`src/logic/ots_defs.svh`:
```
// register offsets, reset values and timing constants of the output selector
`ifndef OTS_DEFS_SVH
`define OTS_DEFS_SVH

`define OTS_ADR_MODE 8'h00
`define OTS_ADR_FN0 8'h04
`define OTS_ADR_FN1 8'h08
`define OTS_ADR_FN2 8'h0c
`define OTS_ADR_FN3 8'h10
`define OTS_ADR_FN4 8'h14
`define OTS_ADR_COMM 8'h18
`define OTS_ADR_SETCNT 8'h1c
`define OTS_ADR_DESCNT 8'h20
`define OTS_ADR_TGTLEN 8'h24
`define OTS_ADR_RUNTHR 8'h28
`define OTS_ADR_PONTHR 8'h2c
`define OTS_ADR_STATUS 8'h30

`define OTS_RST_MODE 1'h0
`define OTS_RST_FN0 16'h0000
`define OTS_RST_FN1 16'h0002
`define OTS_RST_FN2 16'h0000
`define OTS_RST_FN3 16'h0001
`define OTS_RST_FN4 16'h0004

`define OTS_CODE_COMM 16'h0014
`define OTS_CODE_LIMIT 16'h001d

`define OTS_CLK_HZ 100000000
`define OTS_PULSE_FMAX_HZ 100000
`define OTS_PULSE_MIN_HALF (`OTS_CLK_HZ / (2 * `OTS_PULSE_FMAX_HZ))
`define OTS_OL_LEAD_MS 16'h2710
`define OTS_PLC_PULSE_MS 250
`define OTS_PLC_CYCLES (`OTS_PLC_PULSE_MS * (`OTS_CLK_HZ / 1000))

`endif

```
`src/logic/ots_pkg.sv`:
```
// types shared by the output terminal function selector
package ots_pkg;

  typedef enum logic [4:0] {
    OTS_TERM_SWITCH = 5'h01,
    OTS_TERM_BOARD_RELAY = 5'h02,
    OTS_TERM_CARD_RELAY = 5'h04,
    OTS_TERM_COLLECTOR = 5'h08,
    OTS_TERM_CARD_DO = 5'h10
  } ots_term_e;

  typedef struct packed {
    logic running;
    logic fault_stop;
    logic fdt_level;
    logic freq_reached;
    logic zero_freq;
    logic motor_ol_warn;
    logic speed_mode;
    logic torque_limit;
    logic stall;
    logic ready;
    logic set_out_of_limit;
    logic at_upper;
    logic at_lower;
    logic undervoltage;
    logic plc_done;
    logic freq_level;
    logic freq1;
    logic freq2;
    logic current1;
  } ots_cond_s;

  typedef struct packed {
    logic [15:0] ol_trip_ms;
    logic [15:0] count_value;
    logic [15:0] actual_length;
    logic [15:0] run_time;
    logic [15:0] power_on_time;
    logic [15:0] analog_input_first;
    logic [15:0] analog_input_second;
    logic [15:0] pulse_half_period;
  } ots_meas_s;

  typedef struct packed {
    logic mode;
    logic [4:0][15:0] fn;
    logic [4:0] comm;
    logic [15:0] set_count;
    logic [15:0] designated_count;
    logic [15:0] target_length;
    logic [15:0] run_thr;
    logic [15:0] pon_thr;
    logic [4:0] term;
    logic mux_out;
    logic [15:0] pulse_cnt;
    logic pulse_lvl;
    logic [31:0] plc_cnt;
    logic ack;
    logic [31:0] rdata;
  } ots_state_s;

endpackage : ots_pkg

```
`src/logic/ots_top.sv`:
```
// output terminal function selector with wishbone register access
`timescale 1ns/1ps
`default_nettype none
`include "ots_defs.svh"

module ots_top
  import ots_pkg::*;
#(
  parameter int unsigned PLC_CYCLES = `OTS_PLC_CYCLES
)
(
  input wire logic ref_clk_i,
  input wire logic rst_b_i,
  input wire logic wb_cyc_i,
  input wire logic wb_stb_i,
  input wire logic wb_we_i,
  input wire logic [7:0] wb_adr_i,
  input wire logic [3:0] wb_sel_i,
  input wire logic [31:0] wb_dat_i,
  output logic [31:0] wb_dat_o,
  output logic wb_ack_o,
  input wire ots_cond_s cond_i,
  input wire ots_meas_s meas_i,
  output logic multiplexed_output_o,
  output logic board_relay_o,
  output logic card_relay_o,
  output logic collector_output_o,
  output logic card_digital_output_o
);

  localparam logic [15:0] MIN_HALF = 16'(`OTS_PULSE_MIN_HALF);
  localparam logic [31:0] PLC_LOAD = 32'(PLC_CYCLES);

  ots_state_s q;
  ots_state_s next_q;
  logic [31:0] cond_vec;
  logic [4:0] sel;
  logic req;
  logic [15:0] half;

  // merge the two low byte lanes into a 16-bit register
  function automatic logic [15:0] ots_wr16(input logic [15:0] old,
                                           input logic [31:0] dat,
                                           input logic [3:0] be);
    logic [15:0] r;
    r = old;
    if (be[0])
      r[7:0] = dat[7:0];
    if (be[1])
      r[15:8] = dat[15:8];
    return r;
  endfunction : ots_wr16

  // condition seen by each function code
  always_comb
  begin
    cond_vec = 32'h0000_0000;
    cond_vec[1] = cond_i.running;
    cond_vec[2] = cond_i.fault_stop;
    cond_vec[3] = cond_i.fdt_level;
    cond_vec[4] = cond_i.freq_reached;
    cond_vec[5] = cond_i.running & cond_i.zero_freq;
    cond_vec[6] = cond_i.motor_ol_warn;
    // trip time 16'hffff means no overload building up
    cond_vec[7] = meas_i.ol_trip_ms <= `OTS_OL_LEAD_MS;
    cond_vec[8] = meas_i.count_value >= q.set_count;
    cond_vec[9] = meas_i.count_value >= q.designated_count;
    cond_vec[10] = meas_i.actual_length > q.target_length;
    cond_vec[11] = q.plc_cnt != 32'h0000_0000;
    cond_vec[12] = meas_i.run_time > q.run_thr;
    cond_vec[13] = cond_i.set_out_of_limit
                   & (cond_i.at_upper | cond_i.at_lower);
    cond_vec[14] = cond_i.speed_mode & cond_i.torque_limit
                   & cond_i.stall;
    cond_vec[15] = cond_i.ready;
    cond_vec[16] = meas_i.analog_input_first
                   > meas_i.analog_input_second;
    cond_vec[17] = cond_i.at_upper;
    cond_vec[18] = cond_i.running & cond_i.at_lower;
    cond_vec[19] = cond_i.undervoltage;
    cond_vec[23] = cond_i.zero_freq | ~cond_i.running;
    cond_vec[24] = meas_i.power_on_time > q.pon_thr;
    cond_vec[25] = cond_i.freq_level;
    cond_vec[26] = cond_i.freq1;
    cond_vec[27] = cond_i.freq2;
    cond_vec[28] = cond_i.current1;
  end

  genvar gi;
  generate
    for (gi = 0; gi < 5; gi++)
    begin : g_term
      always_comb
      begin
        if (q.fn[gi] == `OTS_CODE_COMM)
          sel[gi] = q.comm[gi];
        else if (q.fn[gi] < `OTS_CODE_LIMIT)
          sel[gi] = cond_vec[q.fn[gi][4:0]];
        else
          sel[gi] = 1'b0;
      end
    end
  endgenerate

  assign req = wb_cyc_i & wb_stb_i & ~q.ack;
  // never toggle faster than the 100 kHz ceiling allows
  assign half = (meas_i.pulse_half_period < MIN_HALF) ?
                MIN_HALF : meas_i.pulse_half_period;

  always_comb
  begin
    next_q = q;
    next_q.ack = req;
    // pulse train generator, idle low in switch mode or at zero rate
    if (q.mode == 1'b0 && meas_i.pulse_half_period != 16'h0000)
    begin
      if (q.pulse_cnt >= half - 16'h0001)
      begin
        next_q.pulse_cnt = 16'h0000;
        next_q.pulse_lvl = ~q.pulse_lvl;
      end
      else
        next_q.pulse_cnt = q.pulse_cnt + 16'h0001;
    end
    else
    begin
      next_q.pulse_cnt = 16'h0000;
      next_q.pulse_lvl = 1'b0;
    end
    // a new cycle end restarts the pulse rather than extending it
    if (cond_i.plc_done)
      next_q.plc_cnt = PLC_LOAD;
    else if (q.plc_cnt != 32'h0000_0000)
      next_q.plc_cnt = q.plc_cnt - 32'h0000_0001;
    next_q.term = sel;
    if (q.mode)
      next_q.mux_out = sel[0];
    else
      next_q.mux_out = q.pulse_lvl;
    // register writes
    if (req && wb_we_i)
    begin
      if (wb_adr_i == `OTS_ADR_MODE)
      begin
        if (wb_sel_i[0])
          next_q.mode = wb_dat_i[0];
      end
      else if (wb_adr_i == `OTS_ADR_FN0)
        next_q.fn[0] = ots_wr16(q.fn[0], wb_dat_i, wb_sel_i);
      else if (wb_adr_i == `OTS_ADR_FN1)
        next_q.fn[1] = ots_wr16(q.fn[1], wb_dat_i, wb_sel_i);
      else if (wb_adr_i == `OTS_ADR_FN2)
        next_q.fn[2] = ots_wr16(q.fn[2], wb_dat_i, wb_sel_i);
      else if (wb_adr_i == `OTS_ADR_FN3)
        next_q.fn[3] = ots_wr16(q.fn[3], wb_dat_i, wb_sel_i);
      else if (wb_adr_i == `OTS_ADR_FN4)
        next_q.fn[4] = ots_wr16(q.fn[4], wb_dat_i, wb_sel_i);
      else if (wb_adr_i == `OTS_ADR_COMM)
      begin
        if (wb_sel_i[0])
          next_q.comm = wb_dat_i[4:0];
      end
      else if (wb_adr_i == `OTS_ADR_SETCNT)
        next_q.set_count = ots_wr16(q.set_count, wb_dat_i, wb_sel_i);
      else if (wb_adr_i == `OTS_ADR_DESCNT)
        next_q.designated_count =
          ots_wr16(q.designated_count, wb_dat_i, wb_sel_i);
      else if (wb_adr_i == `OTS_ADR_TGTLEN)
        next_q.target_length =
          ots_wr16(q.target_length, wb_dat_i, wb_sel_i);
      else if (wb_adr_i == `OTS_ADR_RUNTHR)
        next_q.run_thr = ots_wr16(q.run_thr, wb_dat_i, wb_sel_i);
      else if (wb_adr_i == `OTS_ADR_PONTHR)
        next_q.pon_thr = ots_wr16(q.pon_thr, wb_dat_i, wb_sel_i);
    end
    // register reads; unmapped addresses answer zero
    next_q.rdata = 32'h0000_0000;
    if (req && !wb_we_i)
    begin
      if (wb_adr_i == `OTS_ADR_MODE)
        next_q.rdata = {31'h0000_0000, q.mode};
      else if (wb_adr_i == `OTS_ADR_FN0)
        next_q.rdata = {16'h0000, q.fn[0]};
      else if (wb_adr_i == `OTS_ADR_FN1)
        next_q.rdata = {16'h0000, q.fn[1]};
      else if (wb_adr_i == `OTS_ADR_FN2)
        next_q.rdata = {16'h0000, q.fn[2]};
      else if (wb_adr_i == `OTS_ADR_FN3)
        next_q.rdata = {16'h0000, q.fn[3]};
      else if (wb_adr_i == `OTS_ADR_FN4)
        next_q.rdata = {16'h0000, q.fn[4]};
      else if (wb_adr_i == `OTS_ADR_COMM)
        next_q.rdata = {27'h000_0000, q.comm};
      else if (wb_adr_i == `OTS_ADR_SETCNT)
        next_q.rdata = {16'h0000, q.set_count};
      else if (wb_adr_i == `OTS_ADR_DESCNT)
        next_q.rdata = {16'h0000, q.designated_count};
      else if (wb_adr_i == `OTS_ADR_TGTLEN)
        next_q.rdata = {16'h0000, q.target_length};
      else if (wb_adr_i == `OTS_ADR_RUNTHR)
        next_q.rdata = {16'h0000, q.run_thr};
      else if (wb_adr_i == `OTS_ADR_PONTHR)
        next_q.rdata = {16'h0000, q.pon_thr};
      else if (wb_adr_i == `OTS_ADR_STATUS)
        next_q.rdata = {26'h000_0000, q.mux_out, q.term};
    end
  end

  always_ff @(posedge ref_clk_i or negedge rst_b_i)
  begin
    if (!rst_b_i)
    begin
      q <= '0;
      q.mode <= `OTS_RST_MODE;
      q.fn[0] <= `OTS_RST_FN0;
      q.fn[1] <= `OTS_RST_FN1;
      q.fn[2] <= `OTS_RST_FN2;
      q.fn[3] <= `OTS_RST_FN3;
      q.fn[4] <= `OTS_RST_FN4;
    end
    else
      q <= next_q;
  end

  assign wb_ack_o = q.ack;
  assign wb_dat_o = q.rdata;
  assign multiplexed_output_o = q.mux_out;
  assign board_relay_o = q.term[1];
  assign card_relay_o = q.term[2];
  assign collector_output_o = q.term[3];
  assign card_digital_output_o = q.term[4];

endmodule : ots_top
`default_nettype wire

```
`config.mk`:
```
export PLATFORM = sky130hd
export DESIGN_NAME = ots_top
export DESIGN_NICKNAME = d
export VERILOG_FILES = /design/src/logic/ots_pkg.sv /design/src/logic/ots_top.sv
export VERILOG_INCLUDE_DIRS = /design/src /design/src/logic
export SDC_FILE = /design/constraint.sdc
export NUM_CORES = 1
export LEC_CHECK = 0
export ABC_AREA = 1
export BUFFER_PORTS_ARGS = -buffer_cell sky130_fd_sc_hd__buf_2
export CORE_ASPECT_RATIO = 1.5
export CORE_MARGIN = 3
export CORE_UTILIZATION = 55
export DETAILED_ROUTE_END_ITERATION = 8
export PLACE_DENSITY = 0.82
export SLEW_MARGIN = 20
export SYNTH_ARGS = -nofsm -noshare
export SYNTH_HDL_FRONTEND = slang
export SYNTH_SLANG_ARGS = --single-unit
```
`constraint.sdc`:
```
create_clock -name ref_clk_i -period 2.7 [get_ports ref_clk_i]
set_input_delay 0.27 -clock ref_clk_i [delete_from_list [all_inputs] [get_ports ref_clk_i]]
set_output_delay 0.27 -clock ref_clk_i [all_outputs]
set_load 0.02 [all_outputs]
```
* After elaboration in Yosys (flattened, before gate mapping)
Cells that the tools add are included.
** Word-level totals
- Register bits :: 254
- Input bits :: 196
- Output and inout port bits :: 38
- Logic and storage cells :: 164
** Operators by class
- $add $sub $neg :: 3
- Magnitude comparators :: 19
- Equal/unequal tests :: 18
- Muxes and demuxes :: 41
- Bitwise operators :: 24
- Reductions and logical operators :: 30
** Operator list (count)
- 16-bit two-way mux :: 15
- 16-bit by 5-bit equality test with 1-bit output (second input constant) :: 5
- 16-bit by 5-bit less-than comparator with 1-bit output (second input constant) :: 5
- 16-bit greater-than comparator :: 4
- 32-bit two-way mux :: 2
- 16-bit greater-or-equal comparator :: 3
- 8-bit by 6-bit equality test with 1-bit output (second input constant) :: 5
- 8-bit by 5-bit equality test with 1-bit output (second input constant) :: 4
- 32-bit nonzero test :: 1
- 32-bit by 1-bit subtractor with 32-bit output (second input constant) :: 1
- 5-bit by 6-bit less-than comparator with 1-bit output (second input constant) :: 5
- 14-bit AND reduction :: 2
- 13-bit AND reduction :: 2
- 1-bit binary-select mux with 5-bit select :: 5
- 12-bit AND reduction :: 2
- 11-bit AND reduction :: 2
- 10-bit AND reduction :: 2
- 1-bit two-way mux :: 17
- 17-bit two-way mux :: 1
- 16-bit by 1-bit adder with 16-bit output (second input constant) :: 1
- 8-bit by 4-bit equality test with 1-bit output (second input constant) :: 2
- 16-bit by 14-bit less-or-equal comparator with 1-bit output (second input constant) :: 1
- 16-bit by 9-bit less-than comparator with 1-bit output (second input constant) :: 1
- 8-bit AND reduction :: 2
- 18 further kinds :: 45

* Longest topological paths before layout
Gate-level depths: netlist of the first run.
- Depth after elaboration :: 15
- Gate-level depth with buffers :: 21
- Mapped depth without buffers :: 21

* Worst setup path after synthesis of the first run
OpenSTA, ideal clock, no wires.
- Kind :: input to register
- From :: in meas_i[11] (netlist bit)
- To :: reg q[74] (netlist bit)
- Setup time :: 0.136 ns
- Arrival time :: 2.744 ns
- Required time :: 2.564 ns
- Slack :: -0.180 ns
- Cell stages on the path :: 18
- Path buffers :: 2
- Cell sequence :: or2_2 -> nor3_2 -> o21ai_2 -> buf_4 -> nand2_1 -> ha_1 -> nand4_1 -> xnor2_1 -> inv_1 -> ha_1 -> nand2_1 -> inv_1 -> nand3_1 -> nor3_1 -> nand2_1 -> nand4_1 -> buf_2 -> nor3_1
** RTL lines
- start: declaration :: RTL line ots_top.sv:23 : input wire ots_meas_s meas_i,
- end signal: assignment :: RTL line ots_top.sv:222 : q <= next_q;
- end: declaration :: RTL line ots_top.sv:34 : ots_state_s q;

==> results of run 1 <==
==> critical path: cells and delay by family <==
family	cells	cell delay, ns
fa+ha+maj	2	0.45
buf+inv	4	0.54
simple gates	8	1.06
xor+xnor	1	0.15
compound gates	4	0.63
==> cell type report <==
type / instances / area [um2] / area share, %
multi-input cells: 1542 / 8640 / 46.1
flip-flops and latches: 238 / 5960 / 31.8
repair buffers: 285 / 1720 / 9.20
inverters: 286 / 1080 / 5.75
clock buffers: 29 / 681 / 3.63
well taps: 385 / 482 / 2.57
clock inverters: 15 / 163 / 0.869
diodes: 2 / 5.00 / 0.0267
==> layer usage <==
layer | global-route usage, % | wire length, um | up-vias
met4 | 22.3 | 4240 | 6
li1 | - | - | 7595
met1 | 33.5 | 17600 | 7459
met2 | 54.6 | 24700 | 831
met5 | 0 | 41 | -
met3 | 5.18 | 3710 | 255
==> state kept, by name, summed over array words and instances (netlist names) <==
| register | count |
|---|---|
| board_relay_o | 1 |
| card_digital_output_o | 1 |
| card_relay_o | 1 |
| collector_output_o | 1 |
| multiplexed_output_o | 1 |
| q | 216 |
| wb_ack_o | 1 |
| wb_dat_o | 16 |
==> final timing paths <==
kind                            endpoint  cells after the start
max in group asynchronous         q[190]                      3
min reg2reg                        q[62]                      1
min in group asynchronous          q[59]                      2
max                                q[70]                     19
min                             wb_ack_o                      3
max reg2reg                board_relay_o                     13
==> power groups by stage <==
stage | clock network (mW) | logic, mW | registers [mW]
CTS | 3.53 | 1.33 | 3.81
finish | 3.50 | 1.42 | 3.81
floorplan | 0 | 0.765 | 3.85
global placement | 0 | 1.25 | 3.87
detailed placement | 0 | 1.32 | 3.87
global route | 3.69 | 1.60 | 3.83
==> synthesized netlist by cell type (all sizes together) <==
cell type	count	share of area, %
xor2	16	0.88
xnor2	3	0.16
nand3b	4	0.19
nand4	25	0.98
o21bai	3	0.14
nor2	169	4.2
dfstp	3	0.49
and3b	1	0.055
a22oi	3	0.14
and2	2	0.078
o221ai	8	0.44
nand2	478	12
and3	1	0.047
or2	10	0.39
a31oi	5	0.20
nand3	94	3.0
a21o	3	0.14
a221oi	3	0.16
ha	115	9.0
a21boi	1	0.047
conb	1	0.024
nor3b	5	0.24
inv	286	6.7
o22ai	17	0.67
nor3	42	1.7
o21ai	261	8.8
buf	61	2.7
dfrtp	235	37
clkbuf	30	0.71
a21oi	184	5.8
o21a	7	0.33
o211ai	26	1.2
o31ai	2	0.094
o2111ai	4	0.22
nor4	28	1.3
a211oi	6	0.28
==> per-stage QoR <==
step	TNS [ns]	hold slack [ns]	cell area [um2]
final	0	0.0168	18700
after global routing	-1.36	0.0187	18700
after CTS	0	0.00195	18500
after detailed placement	-6.90	0.301	17600
after global placement	-4.45	0.306	17600
after floorplan	-0.508	-0.0256	16100
==> cell families after synthesis <==
kind of cell | count (synthesis) | synth area share, %
adder cells (fa/ha/maj) | 115 | 9.02
flip-flops | 238 | 37.4
AND/OR/NAND/NOR | 859 | 23.8
AO/OA/AOI/OAI | 533 | 18.6
XOR/XNOR | 19 | 1.04
other | 1 | 0.0235
buffers and inverters | 377 | 10.1
==> repair_timing <==
| action | CTS | global route |
|---|---|---|
| setup buffers | 0 | 6 |
| hold endpoints to repair | 82 | 0 |
| hold buffers | 2 | 0 |
| resized for setup | 0 | 46 |
| setup endpoints to repair | 0 | 19 |
==> results.md, run 1 <==
- Status: finished clean
- Worst hold start: wb_cyc_i
- Tmin final: ~2.7 ns
- Clock transition at path regs: 0.07 ns
- Post-place setup slack: -0.520 ns
- Final slew viol count: 0
- Required time of the critical path: 3.16 ns
- Final core occ: 66.3%
- Sw Share: 28.3%
- CTS Sinks: 238
- Initial core utilization: between 50% and 60%
- Critical Path Source: meas_i[11]
- Worst-skew pair later-pin latency: 0.52 ns
- Worst slew pin tran: roughly 0.76 ns
- Area delta synth->final: 17.4%
- PortBufs: 199
- Overall Power: slightly below 9 mW
- Crit Path Max Fanout: 5
- Largest net degree at the start of global routing: 87
- Seq pwr share: 43.6%
- Relative slew margins: 49.5%
- Average wire per cell in the routed design: 18.1 um
- Initial antenna violation count: 5
- Drt via density: 5.80
- Root Driver: clkbuf_16
- Vias: 16146
- Critical-path cell list: buf_2 > or2_4 > nor3_4 > o21ai_4 > buf_4 > nand2_4 > ha_4 > inv_2 > xor2_1 > ha_1 > nand2_1 > nor2_1 > a211oi_2 > o221ai_1 > nand2_1 > nand4_1 > buf_6 > o21bai_1 > nor2_1
- Vias in the first global route: 16043
- Final Wtd Congestion: 1.01
- First-pass GRT wire length: 78800 um
- Clock share of power: between 40% and 50%
- Seq/Total Area, Yosys: around 37%
- Crit start category: input port
- Seq cells post-synth: 238
- Pint: approximately 6.3 mW
- Num CTS Buffers: 24
- DRT antenna net count: 0
- Setup crit end kind: flip-flop
- DP Cell Count: approximately 2700
- Die area: 0.0311 mm2
- Reg2Reg Setup Slack: ~0.24 ns
- Clock Skew: 0.0159 ns
- CTS tree: built
- Power Density: between 400 and 500 mW/mm2
- NetSw: 2.47 mW
- Distinct cells, synth: 50
- Crit path kind: in -> reg
- Die Height: about 210 um
- Syn Inst Count: 2142
- Core area: 0.0282 mm2
- Reg2Reg Launch Point: q[97]
- DRT iter0 DRCs: 1371
- Hold Fails Final Rpt: 0
- RSZ-0062 raised after global routing: true
- Routed WL: 50300 um
- Avg Cell Area, Syn: ~7.4 um2
- Most common cell after layout, fill and taps aside: nand2_1
- Maximum clock path buffer count: 3
- GRT Util Overall: a little under a third
- GR Overflow Total: 0
- Leakage power total: 8.91 nW
- Post-DP HPWL: 38500 um
- Most frequent cells in the layout: 458 x nand2_1, 273 x inv_1, 235 x dfrtp_1, 197 x buf_2, 181 x a21oi_1
- Ys Warns: 0
- Cell Rows: 75
- Remaining routing DRC violations: 0
- Maximum clock frequency: 376 MHz
- Final worst-path cycle share: 98.6%
- Nets: ~2700
- Worst min path class: in -> reg
- Comb power frac: 16.3%
- CP max stage cell: ha_1
- Slowest Stage Delay on Critical Path: 0.28 ns
- Fillcell total: 2353
- Die width: roughly 150 um
- Final setup vio count: 0
- Critical path arrival: 3.12 ns
- Total of max-cap violations: 0
- Mapped cell area: 0.0159 mm2
- H-Tree Depth: 1
- Pre-Repair DR Iteration Count: 7
- Worst VDD drop: 508 uV
- Layout cells sized above 1: 18.6%
- Non-filler cells, final: 2782
- # IOs: 234
- Final worst slack: 0.0382 ns
Power figures use the tool's default switching activity.
==> inputs of run 2 (changes only) <==
Settings changed: PLACE_DENSITY 0.82 to 0.77.
==> results.md, run 2 (synthesis results as in run 1) <==
- Sw Share: 27.2% (-1.1 points)
- Crit path kind: in -> reg
- Remaining routing DRC violations: 0 (unchanged)
- Worst slew pin tran: 0.787 ns (+0.0300 ns)
- First-pass GRT wire length: 78400 um (-0.59%)
- Largest net degree at the start of global routing: 72 (-17%)
- Final Wtd Congestion: 0.984 (-2.2%)
- Leakage power total: 8.93 nW (+0.23%)
- Power Density: 460 mW/mm2 (-1.3%)
- GRT Util Overall: 30.8% (-0.15 points)
- Required time of the critical path: 3.14 ns (-0.02 ns)
- Worst VDD drop: 521 uV (+2.5%)
- DP Cell Count: 2733 (+0.26%)
- Max FFs per register: 216 (unchanged)
- Worst-skew pair later-pin latency: 0.52 ns (about the same)
- NetSw: 2.35 mW (-4.9%)
- DRT iter0 DRCs: 1131 (-18%)
- Seq pwr share: 44.1% (+0.5 points)
- Final setup vio count: 0 (unchanged)
- Post-DP HPWL: 38900 um (+1.0%)
- Pint: 6.30 mW (+0.56%)
- DRT antenna net count: 0 (unchanged)
- Die Height: 215 um (unchanged)
- Layout cells sized above 1: 18.6% (about the same)
- Final core occ: 66.5% (+0.24 points)
- CTS tree: built
- Hold Fails Final Rpt: 0 (unchanged)
- Maximum clock path buffer count: 3 (unchanged)
- Nets: 2693 (+0.19%)
- Root Driver: clkbuf_16
- Comb power frac: 16.6% (+0.3 points)
- Relative slew margins: 47.0% (-2.4 points)
- Initial core utilization: 56.5% (unchanged)
- Most common cell after layout, fill and taps aside: nand2_1
- Reg with most FFs: q
- Clock share of power: 39.4% (-0.7 points)
- Crit Path Max Fanout: 4 (-1)
- Average wire per cell in the routed design: 17.9 um (-0.81%)
- Area delta synth->final: 17.9%
- Most frequent cells in the layout: 457 x nand2_1, 272 x inv_1, 235 x dfrtp_1, 195 x buf_2, 181 x a21oi_1
- Clock transition at path regs: 0.06 ns (about the same)
- Core area: 0.0282 mm2 (unchanged)
- Non-filler cells, final: 2784 (+0.072%)
- Total of max-cap violations: 0 (unchanged)
- Routed WL: 49900 um (-0.74%)
- Clock Skew: 0.00856 ns (-0.00732 ns)
- Area of the multi-input gates: 0.00869 mm2 (+0.56%)
- Overall Power: 8.65 mW (-0.98%)
- Final worst slack: 0.104 ns (+0.0657 ns)
- Vias in the first global route: 15805 (-1.5%)
- Tmin final: 2.60 ns (-0.0657 ns)
- Pre-Repair DR Iteration Count: 5 (-2)
- Setup crit end kind: flip-flop
- Maximum clock frequency: 385 MHz (+2.5%)
- Worst min path class: in -> reg
- H-Tree Depth: 1 (unchanged)
- Initial antenna violation count: 3 (-2)
- Critical path arrival: 3.04 ns (-0.08 ns)
- Fillcell total: 2445 (+3.9%)
- Die area: 0.0311 mm2 (unchanged)
- Drt via density: 5.67 (-2.4%)
- # IOs: 234 (unchanged)
- Crit start category: input port
- CTS Sinks: 238 (unchanged)
- Post-place setup slack: -0.517 ns (+0.00330 ns)
- Cell Rows: 75 (unchanged)
- Status: finished clean
- TNS Setup: 0 ns (unchanged)
- Register area: 0.00596 mm2 (unchanged)
- Vias: 15775 (-2.3%)
- Num CTS Buffers: 23 (-4.2%)
- GR Overflow Total: 0 (unchanged)
- Final slew viol count: 0 (unchanged)
- Die width: 145 um (unchanged)
- PortBufs: 199 (unchanged)
- Final worst-path cycle share: 96.1% (-2.4 points)
- RSZ-0062 raised after global routing: true
## run 2: cell count changes in the layout (fill, tap and decap cells not counted), sizes merged
cell	before	now
inv	289	287
bufinv	2	3
clkinvlp	3	0
clkbuf	29	34
diode	2	1
buf	283	289
clkinv	7	3
## run 2: layout make-up
| class | count | share of cell area, % |
|---|---|---|
| flip-flops and latches | 238 | 31.7 |
| diodes | 1 | 0.0133 |
| clock inverters | 7 | 0.626 |
| clock buffers | 34 | 3.65 |
| repair buffers | 291 | 9.49 |
| inverters | 286 | 5.72 |
| well taps | 385 | 2.56 |
| multi-input cells | 1542 | 46.2 |
## run 2: power groups by stage
stage                     clock network, mW  registers, mW  logic, mW
after floorplan                           0           3.85      0.765
after global placement                    0           3.86       1.27
after global routing                   3.58           3.82       1.62
after detailed placement                  0           3.87       1.32
after CTS                              3.44           3.80       1.33
final                                  3.41           3.81       1.43
## run 2: metal layers
metal / GRT usage (%) / vias up / part of all wire [%]
li1: - / 7591 / -
met1: 33.4 / 7366 / 36
met2: 56.1 / 614 / 51
met3: 4.44 / 198 / 5.6
met4: 19.7 / 6 / 7.5
met5: 0 / - / 0.082
## run 2: worst paths after layout
check                            from                    to  slack, ns  cells after the start
min in group asynchronous     rst_b_i                 q[60]       0.26                      2
hold / removal               wb_cyc_i              wb_ack_o       0.03                      3
setup / recovery           meas_i[10]                 q[74]       0.10                     20
hold reg to reg                 q[62]                 q[62]       0.46                      1
setup reg to reg               q[133]  multiplexed_output_o       0.18                     15
max in group asynchronous     rst_b_i                q[190]       1.62                      3
## run 2: what timing repair did
action | 4_1_cts | 5_1_grt
endpoints found under the setup margin | 0 | 19
hold endpoints to repair | 58 | 0
hold buffers | 2 | 0
gates resized for setup | 0 | 59
buffers inserted | 0 | 6
## run 2: critical path, cell delays in order
cell and delay, ns:
buf_6 0.09, or2_4 0.25, nor3_4 0.22, o21ai_4 0.11, buf_6 0.15, nand2_4 0.07
ha_4 0.15, nand4_1 0.13, xnor2_1 0.19, inv_1 0.06, ha_1 0.28, nand2_1 0.08
inv_1 0.05, nand3_2 0.09, inv_2 0.04, a21oi_2 0.12, nand4_1 0.21, buf_4 0.22
buf_6 0.13, nor3_2 0.11
## run 2: stage by stage
step	instance area [um2]	hold WS, ns
2_1_floorplan	16100	-0.0256
3_3_place_gp	17700	0.238
3_5_place_dp	17700	0.238
4_1_cts	18500	0.0199
5_1_grt	18800	0.0318
6_report	18800	0.0313
==> inputs of run 3 (changes only) <==
Settings changed: CORE_UTILIZATION 55 to 59, PLACE_DENSITY 0.77 to 0.82, REMOVE_ABC_BUFFERS set to 1.
==> results.md, run 3 (synthesis results as in run 1) <==
- Hold Slack: 0.0188 ns (-0.0125 ns)
- Non-filler cells, final: 2748 (-1.3%)
- Largest net degree at the start of global routing: 76 (+5.6%)
- DRT iter0 DRCs: 1262 (+12%)
- Final Wtd Congestion: 0.949 (-3.6%)
- Initial antenna violation count: 3 (unchanged)
- Num CTS Buffers: 25 (+8.7%)
- RSZ-0062 raised after global routing: true
- CTS Sinks: 238 (unchanged)
- GRT Util Overall: 33.9% (+3.0 points)
- PortBufs: 199 (unchanged)
- Area delta synth->final: 17.9% (about the same)
- Crit Path Max Fanout: 6 (+2)
- Met1 Wirelength: 17600 um (-2.6%)
- Fin area: 0.0188 mm2 (about the same)
- Drt via density: 5.92 (+4.6%)
- GR Overflow Total: 0 (unchanged)
- Worst slew pin tran: 0.756 ns (-0.0310 ns)
- Clock Skew: 0.0236 ns (+0.0150 ns)
- Routed WL: 51300 um (+2.8%)
- Clock transition at path regs: 0.06 ns (about the same)
- Max FFs per register: 216 (unchanged)
- Pre-Repair DR Iteration Count: 6 (+1)
- Maximum clock path buffer count: 3 (unchanged)
- Vias in the first global route: 16060 (+1.6%)
- Reg2Reg Setup Slack: 0.19 ns (about the same)
- Layout cells sized above 1: 19.2% (+0.57 points)
- Top layer in use: met5
- Worst-skew pair later-pin latency: 0.54 ns (+0.02 ns)
- Most frequent cells in the layout: 458 x nand2_1, 271 x inv_1, 235 x dfrtp_1, 194 x buf_2, 180 x a21oi_1
- Worst min path class: in -> reg
- TNS Setup: 0 ns (unchanged)
- Cell Rows: 73 (-2.7%)
- Post-DP HPWL: 39100 um (+0.41%)
- Met3 Wirelength: 3660 um (+32%)
- Final slew viol count: 0 (unchanged)
- Register area: 0.00596 mm2 (unchanged)
- Worst VDD drop: 585 uV (+12%)
- DP Cell Count: 2690 (-1.6%)
- Maximum clock frequency: 384 MHz (-0.28%)
- Nets: 2703 (+0.37%)
- CTS tree: built
- Area of the multi-input gates: 0.00869 mm2 (about the same)
- Final setup vio count: 0 (unchanged)
- Total of max-cap violations: 0 (unchanged)
- Placed cell area: 0.0176 mm2 (-0.42%)
- Crit path kind: in -> reg
- Setup crit end kind: flip-flop
- Die Height: 207 um (-3.4%)
- Met2 WL: 26000 um (+2.9%)
- Most common cell after layout, fill and taps aside: nand2_1
- DRT antenna net count: 0 (unchanged)
- Final worst-path cycle share: 96.4% (+0.27 points)
- Fillcell total: 2194 (-10%)
- Root Driver: clkbuf_16
- Average wire per cell in the routed design: 18.7 um (+4.1%)
- Leakage power total: 8.97 nW (+0.40%)
- Remaining routing DRC violations: 0 (unchanged)
- First-pass GRT wire length: 79800 um (+1.8%)
- Die area: 0.0291 mm2 (-6.5%)
- Relative slew margins: 49.1% (+2.1 points)
- Initial core utilization: 60.0% (+3.5 points)
- Hold Fails Final Rpt: 0 (unchanged)
- Core area: 0.0266 mm2 (-5.9%)
- Crit start category: input port
- Power Density: 465 mW/mm2 (+0.96%)
- Tmin final: 2.60 ns (+0.00733 ns)
- Critical path arrival: 3.08 ns (+0.04 ns)
- # IOs: 234 (unchanged)
- H-Tree Depth: 1 (unchanged)
- Reg with most FFs: q
- Die width: 140 um (-3.3%)
- Required time of the critical path: 3.17 ns (+0.03 ns)
- Vias: 16281 (+3.2%)
- Status: finished clean
==> run 3: path summary, 6_finish.rpt <==
kind / cells past startpoint / from / endpoint
worst max register to register: 14 / q[167] / multiplexed_output_o
worst min register to register: 2 / q[150] / q[150]
min in group asynchronous: 2 / rst_b_i / q[207]
worst max-delay path: 19 / meas_i[11] / q[70]
worst min-delay path: 3 / wb_cyc_i / wb_ack_o
max in group asynchronous: 3 / rst_b_i / q[55]
==> run 3: cell type report <==
type / instances / share of cell area, %
clock buffers: 37 / 3.89
diodes: 1 / 0.0133
inverters: 286 / 5.72
clock inverters: 8 / 0.439
multi-input cells: 1542 / 46.2
flip-flops and latches: 238 / 31.7
well taps: 337 / 2.24
repair buffers: 299 / 9.82
==> run 3: what timing repair did <==
item / in CTS / in global routing
resized for setup: 1 / 74
endpoints found under the hold margin: 71 / 0
buffers inserted: 0 / 9
cloned: 0 / 2
hold buffers: 2 / 0
pin swaps: 0 / 27
setup endpoints to repair: 4 / 20
==> run 3: metrics by stage <==
stage | worst slack [ns] | power, mW | utilization (%)
3_3_place_gp | -0.434 | 5.11 | 66.2
2_1_floorplan | -0.442 | 4.57 | -
4_1_cts | 0.0157 | 8.59 | 69.3
3_5_place_dp | -0.566 | 5.17 | 66.2
6_report | 0.0966 | 8.74 | 70.8
5_1_grt | -0.130 | 9.07 | 70.7
==> run 3: power by group <==
part           internal [mW]  switching [mW]  total [mW]
clock network           1.98            1.47        3.45
registers               3.69           0.138        3.82
logic                  0.580           0.889        1.47
total                   6.24            2.50        8.74
==> run 3: per-layer routing <==
| metal | GRT usage [%] | vias up |
|---|---|---|
| met1 | 36.7 | 7588 |
| met3 | 5.16 | 241 |
| met5 | 0 | - |
| li1 | - | 7632 |
| met2 | 60.5 | 814 |
| met4 | 22.0 | 6 |
==> run 3: critical path, stage by stage <==
cell      delay, ns
buf_6          0.09
or2_4          0.25
nor3_4         0.24
o21ai_4        0.13
buf_6          0.15
nand2_4        0.06
ha_4           0.16
inv_2          0.04
xor2_1         0.14
ha_1           0.30
nand2_2        0.09
nor2_2         0.04
a211oi_2       0.22
o221ai_2       0.14
nand2_1        0.07
nand4_1        0.20
buf_6          0.21
o21bai_1       0.15
nor2_1         0.10
